File: config.mk
export PLATFORM = sky130hd
export DESIGN_NAME = ecg_aux_readback_registers
export DESIGN_NICKNAME = d
export VERILOG_FILES = /design/src/ecg_aux_pkg.sv /design/src/ecg_aux_readback_registers.sv
export SDC_FILE = /design/constraint.sdc
export NUM_CORES = 1
export LEC_CHECK = 0
export BUFFER_PORTS_ARGS = -buffer_cell sky130_fd_sc_hd__clkbuf_2
export CORE_MARGIN = 3
export CORE_UTILIZATION = 50
export DETAILED_ROUTE_END_ITERATION = 7
export GPL_ROUTABILITY_DRIVEN = 0
export PLACE_DENSITY = 0.76
export SLEW_MARGIN = 5
export SYNTH_ARGS = -nofsm -noshare
export SYNTH_HDL_FRONTEND = slang
export SYNTH_SLANG_ARGS = --single-unit
export TNS_END_PERCENT = 5
File: constraint.sdc
create_clock -name CLK_I -period 2.8 [get_ports CLK_I]
set_input_delay 0.28 -clock CLK_I [delete_from_list [all_inputs] [get_ports CLK_I]]
set_output_delay 0.28 -clock CLK_I [all_outputs]
set_load 0.03 [all_outputs]
File: src/ecg_aux_pkg.sv
package ecg_aux_pkg;

  // ==========================================================================
  // Register addresses.
  localparam logic [7:0] ADDR_PACE_SUMMARY = 8'h1a;
  localparam logic [7:0] ADDR_RESP_MAGNITUDE = 8'h1b;
  localparam logic [7:0] ADDR_RESP_PHASE = 8'h1c;
  localparam logic [7:0] ADDR_ELECTRODE_STATUS = 8'h1d;
  localparam logic [7:0] ADDR_PACE_PRECISE_BASE = 8'h3a;

  // ==========================================================================
  // Widths and field layout.
  localparam int ADDR_W = 8;
  localparam int DATA_W = 24;
  localparam int WORD_W = 32;
  localparam int HALF_W = 16;
  localparam int PACE_CHANNELS = 3;
  localparam int ELECTRODES = 6;
  localparam int PACE_LANE_W = 8;
  localparam int PACE_WIDTH_W = 3;
  localparam int PACE_HEIGHT_W = 4;
  localparam int PACE_FLAG_POS = 7;
  localparam int PACE_WIDTH_LSB = 4;
  localparam int ELEC_STATUS_LSB = 18;
  localparam int ELEC_STATUS_MSB = 23;

  // ==========================================================================
  // Reset values.
  localparam logic [23:0] REG_RESET = 24'h000000;
  localparam logic [15:0] HALF_PAD = 16'h0000;

  // ==========================================================================
  // Frame word slots; respiration phase never has a slot.
  typedef enum logic [1:0] {
    FS_IDLE = 2'b00,
    FS_PACE = 2'b01,
    FS_MAG = 2'b10,
    FS_STATUS = 2'b11
  } frame_slot_t;

endpackage

File: src/ecg_aux_readback_registers.sv
// What this block does
// - At the highest data rate in frame mode each framed 32-bit word goes out as two 16-bit halves, upper first.
// - Register read commands always return the complete 32-bit word, whatever the data rate.
// - The pace summary packs a detected flag, a log2 width code and a log2 height code per channel in one word.
// - Three more registers give the precise width and height of each pace channel.
// - The respiration magnitude register holds a 24-bit unsigned magnitude in its low bits.
// - The respiration phase register holds a 24-bit binary angle, one LSB being one turn over 2^24.
// - The respiration phase is never framed and is only returned to a register read of its address.
// - Electrode status sits in bits 23..18 as right leg drive, left arm, left leg, right arm, chest one, chest two.
// - With both ac and dc detection enabled the non-common electrode bits show only the ac result.
// - Common electrodes report dc detection only, never an ac result.
// - Pace summary, magnitude and phase sit at consecutive addresses and reset to zero.
// - Lead-off bits accumulate over a frame and clear when the frame is loaded for output.
// - A pace flag is set on the trailing edge of a pace pulse and marks a pulse within the frame.
`timescale 1ns/100ps
module ecg_aux_readback_registers
  import ecg_aux_pkg::*;
#(
  parameter logic [ELECTRODES-1:0] COMMON_MASK = 6'h20
) (
  // Clock and reset.
  input wire logic CLK_I,
  input wire logic SRST_I,
  // Pace detector results.
  input wire logic [PACE_CHANNELS-1:0] PACE_PULSE_I,
  input wire logic [PACE_CHANNELS*PACE_WIDTH_W-1:0] PACE_WIDTH_LOG_I,
  input wire logic [PACE_CHANNELS*PACE_HEIGHT_W-1:0] PACE_HEIGHT_LOG_I,
  input wire logic [PACE_CHANNELS*DATA_W-1:0] PACE_PRECISE_I,
  // Respiration results.
  input wire logic RESP_UPDATE_I,
  input wire logic [DATA_W-1:0] RESP_MAG_I,
  input wire logic [DATA_W-1:0] RESP_PHASE_I,
  // Lead-off detection.
  input wire logic AC_DETECT_EN_I,
  input wire logic DC_DETECT_EN_I,
  input wire logic [ELECTRODES-1:0] AC_DETACH_I,
  input wire logic [ELECTRODES-1:0] DC_DETACH_I,
  // Frame output.
  input wire logic FRAME_LOAD_I,
  input wire logic FAST_RATE_I,
  input wire logic FRM_READY_I,
  output logic FRM_VALID_O,
  output logic [WORD_W-1:0] FRM_DATA_O,
  // Register read commands.
  input wire logic RD_EN_I,
  input wire logic [ADDR_W-1:0] RD_ADDR_I,
  output logic RD_VALID_O,
  output logic [WORD_W-1:0] RD_DATA_O
);

  // ==========================================================================
  // Pace capture.
  logic [PACE_CHANNELS-1:0] pace_prev;
  logic [PACE_CHANNELS-1:0] pace_trailing;
  logic [PACE_CHANNELS-1:0] pace_acc;
  logic [PACE_CHANNELS*PACE_WIDTH_W-1:0] pace_width;
  logic [PACE_CHANNELS*PACE_HEIGHT_W-1:0] pace_height;
  logic [PACE_CHANNELS*DATA_W-1:0] pace_precise;
  logic [DATA_W-1:0] pace_summary;
  logic [DATA_W-1:0] next_pace_summary;

  assign pace_trailing = pace_prev & ~PACE_PULSE_I;

  genvar c;
  generate
    for (c = 0; c < PACE_CHANNELS; c++) begin : g_pace
      always_ff @(posedge CLK_I) begin
        if (SRST_I) begin
          pace_prev[c] <= 1'b0;
          pace_acc[c] <= 1'b0;
          pace_width[c*PACE_WIDTH_W +: PACE_WIDTH_W] <= '0;
          pace_height[c*PACE_HEIGHT_W +: PACE_HEIGHT_W] <= '0;
          pace_precise[c*DATA_W +: DATA_W] <= REG_RESET;
        end else begin
          pace_prev[c] <= PACE_PULSE_I[c];
          // A trailing edge in the load cycle goes into the outgoing frame.
          pace_acc[c] <= FRAME_LOAD_I ? 1'b0 : (pace_acc[c] | pace_trailing[c]);
          if (pace_trailing[c]) begin
            pace_width[c*PACE_WIDTH_W +: PACE_WIDTH_W] <= PACE_WIDTH_LOG_I[c*PACE_WIDTH_W +: PACE_WIDTH_W];
            pace_height[c*PACE_HEIGHT_W +: PACE_HEIGHT_W] <= PACE_HEIGHT_LOG_I[c*PACE_HEIGHT_W +: PACE_HEIGHT_W];
            pace_precise[c*DATA_W +: DATA_W] <= PACE_PRECISE_I[c*DATA_W +: DATA_W];
          end
        end
      end
      // Same-cycle codes are used when the trailing edge meets the frame load.
      assign next_pace_summary[c*PACE_LANE_W +: PACE_LANE_W] = {
        pace_acc[c] | pace_trailing[c],
        pace_trailing[c] ? PACE_WIDTH_LOG_I[c*PACE_WIDTH_W +: PACE_WIDTH_W]
                         : pace_width[c*PACE_WIDTH_W +: PACE_WIDTH_W],
        pace_trailing[c] ? PACE_HEIGHT_LOG_I[c*PACE_HEIGHT_W +: PACE_HEIGHT_W]
                         : pace_height[c*PACE_HEIGHT_W +: PACE_HEIGHT_W]};
    end
  endgenerate

  // ==========================================================================
  // Lead-off selection and accumulation.
  logic [ELECTRODES-1:0] electrode_sel;
  logic [ELECTRODES-1:0] loff_acc;
  logic [ELECTRODES-1:0] loff_status;
  wire logic [ELECTRODES-1:0] dc_gated = DC_DETACH_I & {ELECTRODES{DC_DETECT_EN_I}};
  wire logic [ELECTRODES-1:0] ac_or_dc = AC_DETECT_EN_I ? AC_DETACH_I : dc_gated;

  assign electrode_sel = (COMMON_MASK & dc_gated) | (~COMMON_MASK & ac_or_dc);

  // ==========================================================================
  // Result registers.
  logic [DATA_W-1:0] respiration_magnitude;
  logic [DATA_W-1:0] respiration_phase;
  wire logic [DATA_W-1:0] electrode_status = {loff_status, {ELEC_STATUS_LSB{1'b0}}};

  always_ff @(posedge CLK_I) begin
    if (SRST_I) begin
      pace_summary <= REG_RESET;
      respiration_magnitude <= REG_RESET;
      respiration_phase <= REG_RESET;
      loff_acc <= '0;
      loff_status <= '0;
    end else begin
      if (FRAME_LOAD_I) begin
        pace_summary <= next_pace_summary;
        loff_status <= loff_acc | electrode_sel;
      end
      loff_acc <= FRAME_LOAD_I ? '0 : (loff_acc | electrode_sel);
      if (RESP_UPDATE_I) begin
        respiration_magnitude <= RESP_MAG_I;
        respiration_phase <= RESP_PHASE_I;
      end
    end
  end

  // ==========================================================================
  // Register read decode.
  wire logic [ADDR_W-1:0] precise_index = RD_ADDR_I - ADDR_PACE_PRECISE_BASE;
  wire logic precise_hit = precise_index < ADDR_W'(PACE_CHANNELS);
  logic [DATA_W-1:0] rd_value;

  always_comb begin
    rd_value = REG_RESET;
    case (RD_ADDR_I)
      ADDR_PACE_SUMMARY: rd_value = pace_summary;
      ADDR_RESP_MAGNITUDE: rd_value = respiration_magnitude;
      ADDR_RESP_PHASE: rd_value = respiration_phase;
      ADDR_ELECTRODE_STATUS: rd_value = electrode_status;
      default: rd_value = precise_hit ? pace_precise[precise_index[1:0]*DATA_W +: DATA_W] : REG_RESET;
    endcase
  end

  always_ff @(posedge CLK_I) begin
    if (SRST_I) begin
      RD_VALID_O <= 1'b0;
      RD_DATA_O <= '0;
    end else begin
      RD_VALID_O <= RD_EN_I;
      RD_DATA_O <= RD_EN_I ? {RD_ADDR_I, rd_value} : '0;
    end
  end

  // ==========================================================================
  // Frame word sequencer.
  frame_slot_t slot;
  frame_slot_t next_slot;
  logic half;
  logic next_half;
  logic load_pending;
  logic [WORD_W-1:0] full_word;
  wire logic advance = (slot != FS_IDLE) && FRM_READY_I;

  always_comb begin
    next_slot = slot;
    next_half = half;
    if (load_pending) begin
      next_slot = FS_PACE;
      next_half = 1'b0;
    end else if (advance) begin
      if (FAST_RATE_I && !half) begin
        next_half = 1'b1;
      end else begin
        next_half = 1'b0;
        case (slot)
          FS_PACE: next_slot = FS_MAG;
          FS_MAG: next_slot = FS_STATUS;
          default: next_slot = FS_IDLE;
        endcase
      end
    end
  end

  always_comb begin
    case (next_slot)
      FS_PACE: full_word = {ADDR_PACE_SUMMARY, pace_summary};
      FS_MAG: full_word = {ADDR_RESP_MAGNITUDE, respiration_magnitude};
      FS_STATUS: full_word = {ADDR_ELECTRODE_STATUS, electrode_status};
      default: full_word = '0;
    endcase
  end

  always_ff @(posedge CLK_I) begin
    if (SRST_I) begin
      slot <= FS_IDLE;
      half <= 1'b0;
      load_pending <= 1'b0;
      FRM_VALID_O <= 1'b0;
      FRM_DATA_O <= '0;
    end else begin
      slot <= next_slot;
      half <= next_half;
      load_pending <= FRAME_LOAD_I;
      FRM_VALID_O <= next_slot != FS_IDLE;
      if (!FAST_RATE_I) begin
        FRM_DATA_O <= full_word;
      end else begin
        FRM_DATA_O <= {HALF_PAD, next_half ? full_word[HALF_W-1:0] : full_word[WORD_W-1:HALF_W]};
      end
    end
  end
endmodule // ecg_aux_readback_registers

# Word-level counts from Yosys, hierarchy flattened
# Index checks and enable logic that the tools add are counted.
[classes]
addsub = 1
n_reduce_logical = 8
bitwise_logic = 9
mux = 19
n_mul = 1
eq_ne = 9
shift = 1
n_lt_le_gt_ge = 1
[op_table]
columns = ["operator", "count"]
rows = [
  ["24-bit case mux with 4 select lines", 1],
  ["29-bit case mux with 3 select lines", 1],
  ["72-bit by 8-bit indexed part select with 24-bit output", 1],
  ["8-bit by 5-bit equality test with 1-bit output (second input constant)", 4],
  ["16-bit 2-to-1 mux", 2],
  ["24-bit 2-to-1 mux", 1],
  ["4-bit 2-to-1 mux", 3],
  ["3-bit 2-to-1 mux", 3],
  ["8-bit by 2-bit < comparator with 1-bit output (second input constant)", 1],
  ["8-bit by 6-bit subtractor with 8-bit output (second input constant)", 1],
  ["6-bit bitwise AND", 1],
  ["2-bit equality test (second input constant)", 3],
  ["2-bit 2-to-1 mux", 3],
  ["6-bit by 5-bit OR with 6-bit output", 1],
  ["6-bit OR", 1],
  ["2-bit OR reduction", 3],
  ["5-bit 2-to-1 mux", 1],
  ["2-bit by 1-bit equality test with 1-bit output (second input constant)", 2],
  ["2-bit by 2-bit multiplier with 4-bit output (second input constant)", 1],
  ["2-bit case mux with 2 select lines", 1],
  ["2-bit nonzero test", 2],
  ["3-bit bitwise AND", 1],
  ["1-bit 2-to-1 mux", 3],
  ["3-bit inverter", 1],
  ["4 further kinds", 7],
]
[totals]
regBits = 250
out_inout_bits = 66
word_cells = 77

# Longest topological paths before layout
# Gate-level depths: netlist (run 1).
[logic_depth]
depth_word = 9
depth_mapped = 12
ltp_nobuf = 12

# Worst setup path before layout (run 1)
# OpenSTA, ideal clock, no wires.
[synth_path]
path_type = "reg2reg"
startpoint = "register slot[0]"
endpoint = "register FRM_DATA_O[3]"
synth_period_minus_slack_ps = 2534
setup_time_ps = 138
path_stages_with_launch = 12
setup_slack_ps = 266
t_arrival_ps = 2397
path_cell_list = "dfxtp_1 -> inv_1 -> ha_1 -> nor2b_1 -> o21ai_0 -> mux2_2 -> nor2_1 -> inv_1 -> ha_1 -> clkbuf_1 -> a222oi_1 -> a211oi_1"
[synth_between]
elab_chain_cells = 9
[synth_rtl]
columns = ["item", "line", "text"]
rows = [
  ["start, declared", "ecg_aux_readback_registers.sv:160", "frame_slot_t slot;"],
  ["start signal, assigned", "ecg_aux_readback_registers.sv:205", "slot <= next_slot;"],
  ["2-bit equality test or 2-bit by 1-bit equality test with 1-bit output (tied branches)", "ecg_aux_readback_registers.sv:179", "case (slot)"],
  ["2-bit case mux with 2 select lines", "ecg_aux_readback_registers.sv:179", ""],
  ["2-bit 2-to-1 mux", "ecg_aux_readback_registers.sv:175", "if (FAST_RATE_I && !half) begin"],
  ["2-bit 2-to-1 mux *", "ecg_aux_readback_registers.sv:174", "end else if (advance) begin"],
  ["2-bit 2-to-1 mux *", "ecg_aux_readback_registers.sv:171", "if (load_pending) begin"],
  ["via next_slot[0]", "ecg_aux_readback_registers.sv:161", "frame_slot_t next_slot;"],
  ["2-bit equality test or 2-bit by 1-bit equality test with 1-bit output (tied branches)", "ecg_aux_readback_registers.sv:189", "case (next_slot)"],
  ["29-bit case mux with 3 select lines *", "ecg_aux_readback_registers.sv:189", ""],
  ["16-bit 2-to-1 mux", "ecg_aux_readback_registers.sv:212", "FRM_DATA_O <= {HALF_PAD, next_half ? full_word[HALF_W-1:0] : full_word[WORD_W-1:HALF_W]};"],
  ["16-bit 2-to-1 mux *", "ecg_aux_readback_registers.sv:209", "if (!FAST_RATE_I) begin"],
  ["end signal, assigned", "ecg_aux_readback_registers.sv:210", "FRM_DATA_O <= full_word;"],
  ["end signal, assigned", "ecg_aux_readback_registers.sv:212", ""],
  ["end, declared", "ecg_aux_readback_registers.sv:43", "output logic [WORD_W-1:0] FRM_DATA_O,"],
]
# The timed path passes the listed nets; every way through them passes the cells marked *.
# A chain may end at the register's enable or synchronous reset.

# Final worst setup path (run 1)
[layout_path]
startpoint = "register slot[1]"
endpoint = "register FRM_DATA_O[21]"
[layout_between]
elab_chain_cells = 7
[layout_rtl]
columns = ["item", "line"]
rows = [
  ["2-bit equality test or 2-bit by 1-bit equality test with 1-bit output (tied branches)", "ecg_aux_readback_registers.sv:179"],
  ["2-bit case mux with 2 select lines", "ecg_aux_readback_registers.sv:179"],
  ["2-bit 2-to-1 mux", "ecg_aux_readback_registers.sv:175"],
  ["2-bit 2-to-1 mux *", "ecg_aux_readback_registers.sv:174"],
  ["2-bit 2-to-1 mux *", "ecg_aux_readback_registers.sv:171"],
  ["via next_slot[1]", "ecg_aux_readback_registers.sv:161"],
  ["2-bit equality test or 2-bit by 1-bit equality test with 1-bit output (tied branches)", "ecg_aux_readback_registers.sv:189"],
  ["29-bit case mux with 3 select lines *", "ecg_aux_readback_registers.sv:189"],
]
# Marked as above.

==> results of run 1 <==
## through the flow
stage	TNS [ps]	area [µm²]	hold slack, ps
6_report	0	12900	5.60
5_1_grt	-15.8	12900	2.26
4_1_cts	0	12900	0.574
3_5_place_dp	0	10900	442
3_3_place_gp	0	10900	431
2_1_floorplan	0	9670	356
## state kept, by name, summed over array words and instances (netlist names), 3 cells and up
name / flops
pace_precise: 72
RD_DATA_O: 32
FRM_DATA_O: 28
pace_summary: 24
respiration_magnitude: 24
respiration_phase: 24
pace_height: 12
pace_width: 9
loff_acc: 6
loff_status: 6
pace_acc: 3
pace_prev: 3
## cells by family (layout without fill, tap and decap cells)
group                    Yosys count  after routing  synth area share (%)
other                              1              3                0.0388
AO/OA/AOI/OAI                    222            222                  14.5
AND/OR/NAND/NOR                  368            368                  15.5
XOR/XNOR                           2              2                 0.181
buffers and inverters             96            398                  4.16
flip-flops                       249            249                  51.6
multiplexers                     126            126                  13.1
adder cells (fa/ha/maj)            8              8                  1.04
## synth_stat cells, types with 8 or more instances
| cell | n | share of area, % |
|---|---|---|
| dfxtp_1 | 249 | 52 |
| nor2_1 | 173 | 6.7 |
| nand2_1 | 153 | 5.9 |
| mux2i_1 | 125 | 13 |
| a21oi_1 | 118 | 6.1 |
| clkbuf_1 | 62 | 2.4 |
| a211oi_1 | 38 | 3.0 |
| buf_2 | 18 | 0.93 |
| a221oi_1 | 14 | 1.3 |
| o22ai_1 | 12 | 0.78 |
| o32ai_1 | 11 | 1.0 |
| inv_1 | 10 | 0.39 |
| nor2b_1 | 10 | 0.65 |
| a22oi_1 | 8 | 0.62 |
| and2_1 | 8 | 0.52 |
| ha_1 | 8 | 1.0 |
## cell usage in the layout, fill, tap and decap left out, types with 7 or more instances in the layout
cell type	netlist	routed
dfxtp_1	249	249
nor2_1	173	171
clkbuf_2	0	232
a221oi_1	14	14
inv_1	10	10
nand2_1	153	152
buf_4	5	16
clkbuf_16	0	26
o32ai_1	11	11
dlygate4sd3_1	0	92
a22oi_1	8	8
a211oi_1	38	38
nor2b_1	10	7
o22ai_1	12	12
bufinv_16	0	7
mux2i_1	125	125
a21oi_1	118	118
and2_1	8	8
## worst max-delay path by stage
stage                           start             end  slack [ps]  depth (start not counted)
after floorplan               slot[0]   FRM_DATA_O[3]         270                         11
final                         slot[1]  FRM_DATA_O[21]         160                         12
after CTS                     slot[1]   FRM_DATA_O[7]          20                         10
after global routing          slot[1]  FRM_DATA_O[21]         -20                         12
after global placement    FAST_RATE_I   FRM_DATA_O[7]         210                         10
after detailed placement  FAST_RATE_I   FRM_DATA_O[7]          40                          9
## timing repair
item / CTS / global route
gates resized for setup: 0 / 6
setup endpoints to repair: 0 / 25
hold buffers: 92 / 0
hold endpoints to repair: 94 / 0
## power groups by stage
stage	Clock (W)	Combinational (W)	Sequential, W
floorplan	0	0.000427	0.00385
global placement	0	0.000704	0.00385
detailed placement	0	0.000716	0.00386
CTS	0.00399	0.000821	0.00378
global route	0.00414	0.000911	0.00379
finish	0.00396	0.000839	0.00379
## area by class of cell
type / count / area (µm²)
flip-flops and latches: 249 / 4980
clock buffers: 34 / 741
repair buffers: 341 / 2220
well taps: 260 / 325
multi-input cells: 729 / 4300
clock inverters: 13 / 259
fillers: 1464 / 5960
inverters: 10 / 37.5
## layer usage
layer  GRT usage, %  share of wire (%)
met4           10.1                3.8
met3           4.75                8.0
met5              0                  0
met1           37.0                 42
met2           44.1                 46
## worst max-delay path, stage by stage (launching register included)
cell,delay [ps]
dfxtp_1,370
inv_1,60
ha_1,190
nor2b_1,150
o21ai_1,140
mux2i_1,180
nor2_2,200
inv_1,90
ha_1,230
or2_2,420
inv_1,170
nand2_2,170
nor2_1,190
==> results_dict.tcl, run 1 <==
set metrics [dict create \
    status "complete, but fails checks" \
    violations "DRC" \
    ios 239 \
    leakagePower_nw 5.45 \
    place_hpwl_um 20000 \
    syn_area_um2 9660 \
    vdd_drop_max_uv 405 \
    synthArstFlopShare_pct 0 \
    cts_root_buf "clkbuf_16" \
    slew_violations 0 \
    reg2reg_depth 12 \
    clk_pin_slew_ps 70 \
    dpl.cell_count 1497 \
    wl_um 30100 \
    drtIter0Drc 961 \
    numCtsBuffers 26 \
    fmax_mhz 379 \
    grt_overflow 0 \
    synth-seq-cells 249 \
    p_sw_share_pct 23.5 \
    clkPwrFrac_pct 46.1 \
    min_from "PACE_PRECISE_I[14]" \
    worstSkewPairLatency_ps 540 \
    hold_path_class "in -> reg" \
    fin_util_pct 68.4 \
    stdcell_count 1636 \
    detail-route-antenna-nets 0 \
    worst_ep_required_time_ps 3250 \
    avgSynthCellArea_um2 9.01 \
    hold_violations 0 \
    grt_max_degree 168 \
    cts_tree "built" \
    die_w_um 145 \
    portBuffers 234 \
    fin_crit_ps 2640 \
    synth_edf_count 0 \
    die_h_um 145 \
    drive_above_1_share_pct 22.2 \
    min_to "pace_precise[14]" \
    first_global_vias 8500 \
    timing.final.crit_share_pct 94.3 \
    max-slew-margin-rel_pct 30.2 \
    p_comb_share_pct 9.8 \
    ys.warnings.count 0 \
    drt-pass1-iter-count 8 \
    place_ws_ps 43.4 \
    switching_power_w 0.00202 \
    num_antenna_cells 0 \
    internal_power_w 0.00656 \
    power.total_w 0.00858 \
    drc 1 \
    die-area_um2 21000 \
    critPathMaxFanout 11 \
    finalSetupViolCount 0 \
    endpoint_kind "flip-flop" \
    ys.flop_type "dfxtp_1" \
    core-area_um2 18800 \
    yosysSeqAreaShare_pct 51.6 \
    synth_cells 1072 \
    htreeDepth 1 \
    maxCapViolCount 0 \
    wl_per_cell_um 18.4 \
    grt_use_total_pct 27.3 \
    worstReg2RegEnd "FRM_DATA_O[21]" \
    initial_utilization_pct 51.3 \
    hold_depth 3 \
    p_seq_share_pct 44.1 \
    antenna_found_initial 0 \
    pwr_density_cell_nw_per_um2 667 \
    layout.nets 1538 \
    start_kind "flip-flop" \
    rrSetupSlack_ps 160 \
    grt_pass1_wl_um 46300 \
    ctsLongestPathBuffers 3 \
    post_cts_buffers 0 \
    rows 50 \
    route.vias.total 8834 \
    worstSetupPathType "reg -> reg" \
    tightestPinTransition_ps 1040 \
    setup_ws_ps 161 \
    ys_types 41 \
    areaGrowthSynthToFinish_pct 33.2 \
    clock_skew_ps 12.5 \
    reg2reg_from "slot[1]" \
    vias_per_cell 5.40 \
    cts_num_sinks 249 \
    critPathArrivalTime_ps 3090 \
]
(Power assumes the default switching activity.)
==> run 2: changes to the inputs <==
- clock period: 2.8 -> 2.95 ns (I/O delays scaled with it)
==> run 2 against run 1 <==
  * The run now ends clean
  * Worst setup slack improved by 80 ps
  * Non-clock buffer count decreased by 82
  * Maximum frequency decreased by 2.6%
  * Count of clock-buffer cells in the layout increased by 1
==> results_dict.tcl, run 2 (synthesis results as in run 1) <==
set metrics [dict create \
    whs_ps 13.7 \
    place_hpwl_um 19900 \
    max-slew-margin-rel_pct 28.9 \
    areaGrowthSynthToFinish_pct 23.0 \
    layout_common_cells "dfxtp_1 (249), clkbuf_2 (232), nor2_1 (171)" \
    initial_utilization_pct 51.3 \
    die_w_um 145 \
    largest_register "pace_precise" \
    finalSetupViolCount 0 \
    slew_violations 0 \
    maxCapViolCount 0 \
    grt_max_degree 184 \
    grt_overflow 0 \
    ios 239 \
    finalSetupTns_ps 0 \
    fillers 1601 \
    placed_area_um2 10900 \
    pwr_density_cell_nw_per_um2 632 \
    numCtsBuffers 25 \
    clk_pin_slew_ps 60 \
    worstSetupPathType "reg -> reg" \
    portBuffers 234 \
    start_kind "flip-flop" \
    layout.nets 1455 \
    die-area_um2 21000 \
    status "completed" \
    detail-route-antenna-nets 0 \
    route.vias.total 8385 \
    wl_per_cell_um 18.0 \
    die_h_um 145 \
    first_global_vias 7957 \
    cts_num_sinks 249 \
    antenna_found_initial 1 \
    fmax_mhz 369 \
    largest_register_ffs 72 \
    htreeDepth 1 \
    drive_above_1_share_pct 23.3 \
    grt_pass1_wl_um 42900 \
    timing.final.crit_share_pct 91.8 \
    vias_per_cell 5.40 \
    critPathArrivalTime_ps 3060 \
    rsz0062_at_grt "no" \
    drt-pass1-iter-count 6 \
    core-area_um2 18800 \
    hold_violations 0 \
    rows 50 \
    final_common_cell "dfxtp_1" \
    postLayoutCellArea_um2 11900 \
    endpoint_kind "flip-flop" \
    tightestPinTransition_ps 1060 \
    drc 0 \
    drtIter0Drc 720 \
    grt_use_total_pct 25.2 \
    leakagePower_nw 5.05 \
    critPathMaxFanout 7 \
    cts_root_buf "clkbuf_16" \
    worst_ep_required_time_ps 3300 \
    clock_skew_ps 13.8 \
    worstSkewPairLatency_ps 510 \
    fin_util_pct 63.1 \
    fin_crit_ps 2710 \
    cts_tree "built" \
    vdd_drop_max_uv 370 \
    hold_path_class "in -> reg" \
    ctsLongestPathBuffers 3 \
    wl_um 27900 \
    top_regs "pace_precise: 72 flops, RD_DATA_O: 32 flops, FRM_DATA_O: 28 flops" \
]
-- run 2: metrics by stage --
stage          setup slack, ps  total power, W  instances
3_3_place_gp               239         0.00433       1497
3_5_place_dp              64.7         0.00434       1497
2_1_floorplan              416         0.00406       1074
5_1_grt                   55.1         0.00776       1553
4_1_cts                   14.8         0.00754       1551
6_report                   240         0.00752       1553
-- run 2: layout make-up --
class / instances / area, µm² / share of cell area, %
Sequential cell: 249 / 4980 / 41.9
Clock buffer: 35 / 713 / 6.00
Inverter: 10 / 37.5 / 0.316
Tap cell: 260 / 325 / 2.74
Antenna cell: 1 / 2.50 / 0.0211
Timing Repair Buffer: 259 / 1400 / 11.8
Clock inverter: 10 / 125 / 1.05
Multi-Input combinational cell: 729 / 4300 / 36.2
-- run 2: power by group --
part	leakage, nW	total [W]	internal (W)	switching [W]
combinational	2.59	0.000697	0.000285	0.000413
clock	0.420	0.00323	0.00194	0.00128
sequential	2.03	0.00359	0.00349	0.0000970
-- run 2: per-layer routing --
metal | routed length [µm] | global-route usage (%)
met1 | 12100 | 35.9
met2 | 12600 | 39.1
met3 | 2260 | 4.40
met4 | 987 | 8.65
met5 | 0 | 0
-- run 2: critical path: stages (launching register included) --
cell and delay [ps]:
dfxtp_1 340, inv_1 70, ha_1 200, nor2b_2 180
o21ai_0 170, mux2_2 330, nor2_2 180, inv_1 120
ha_1 300, a222oi_1 520, a211oi_1 150
-- run 2: what timing repair did --
action                                 CTS  global route
buffers inserted                         0             1
hold buffers                             9             0
endpoints found under the hold margin    9             0
pin swaps                                1             1
resized for setup                        0             4
setup endpoints to repair                1            22
-- run 2: final timing paths --
kind	from	endpoint	slack [ps]	depth (start not counted)
max	slot[0]	FRM_DATA_O[6]	240	10
min	PACE_PRECISE_I[19]	pace_precise[19]	10	3
max reg2reg	slot[0]	FRM_DATA_O[6]	240	10
min reg2reg	pace_precise[29]	pace_precise[29]	450	2
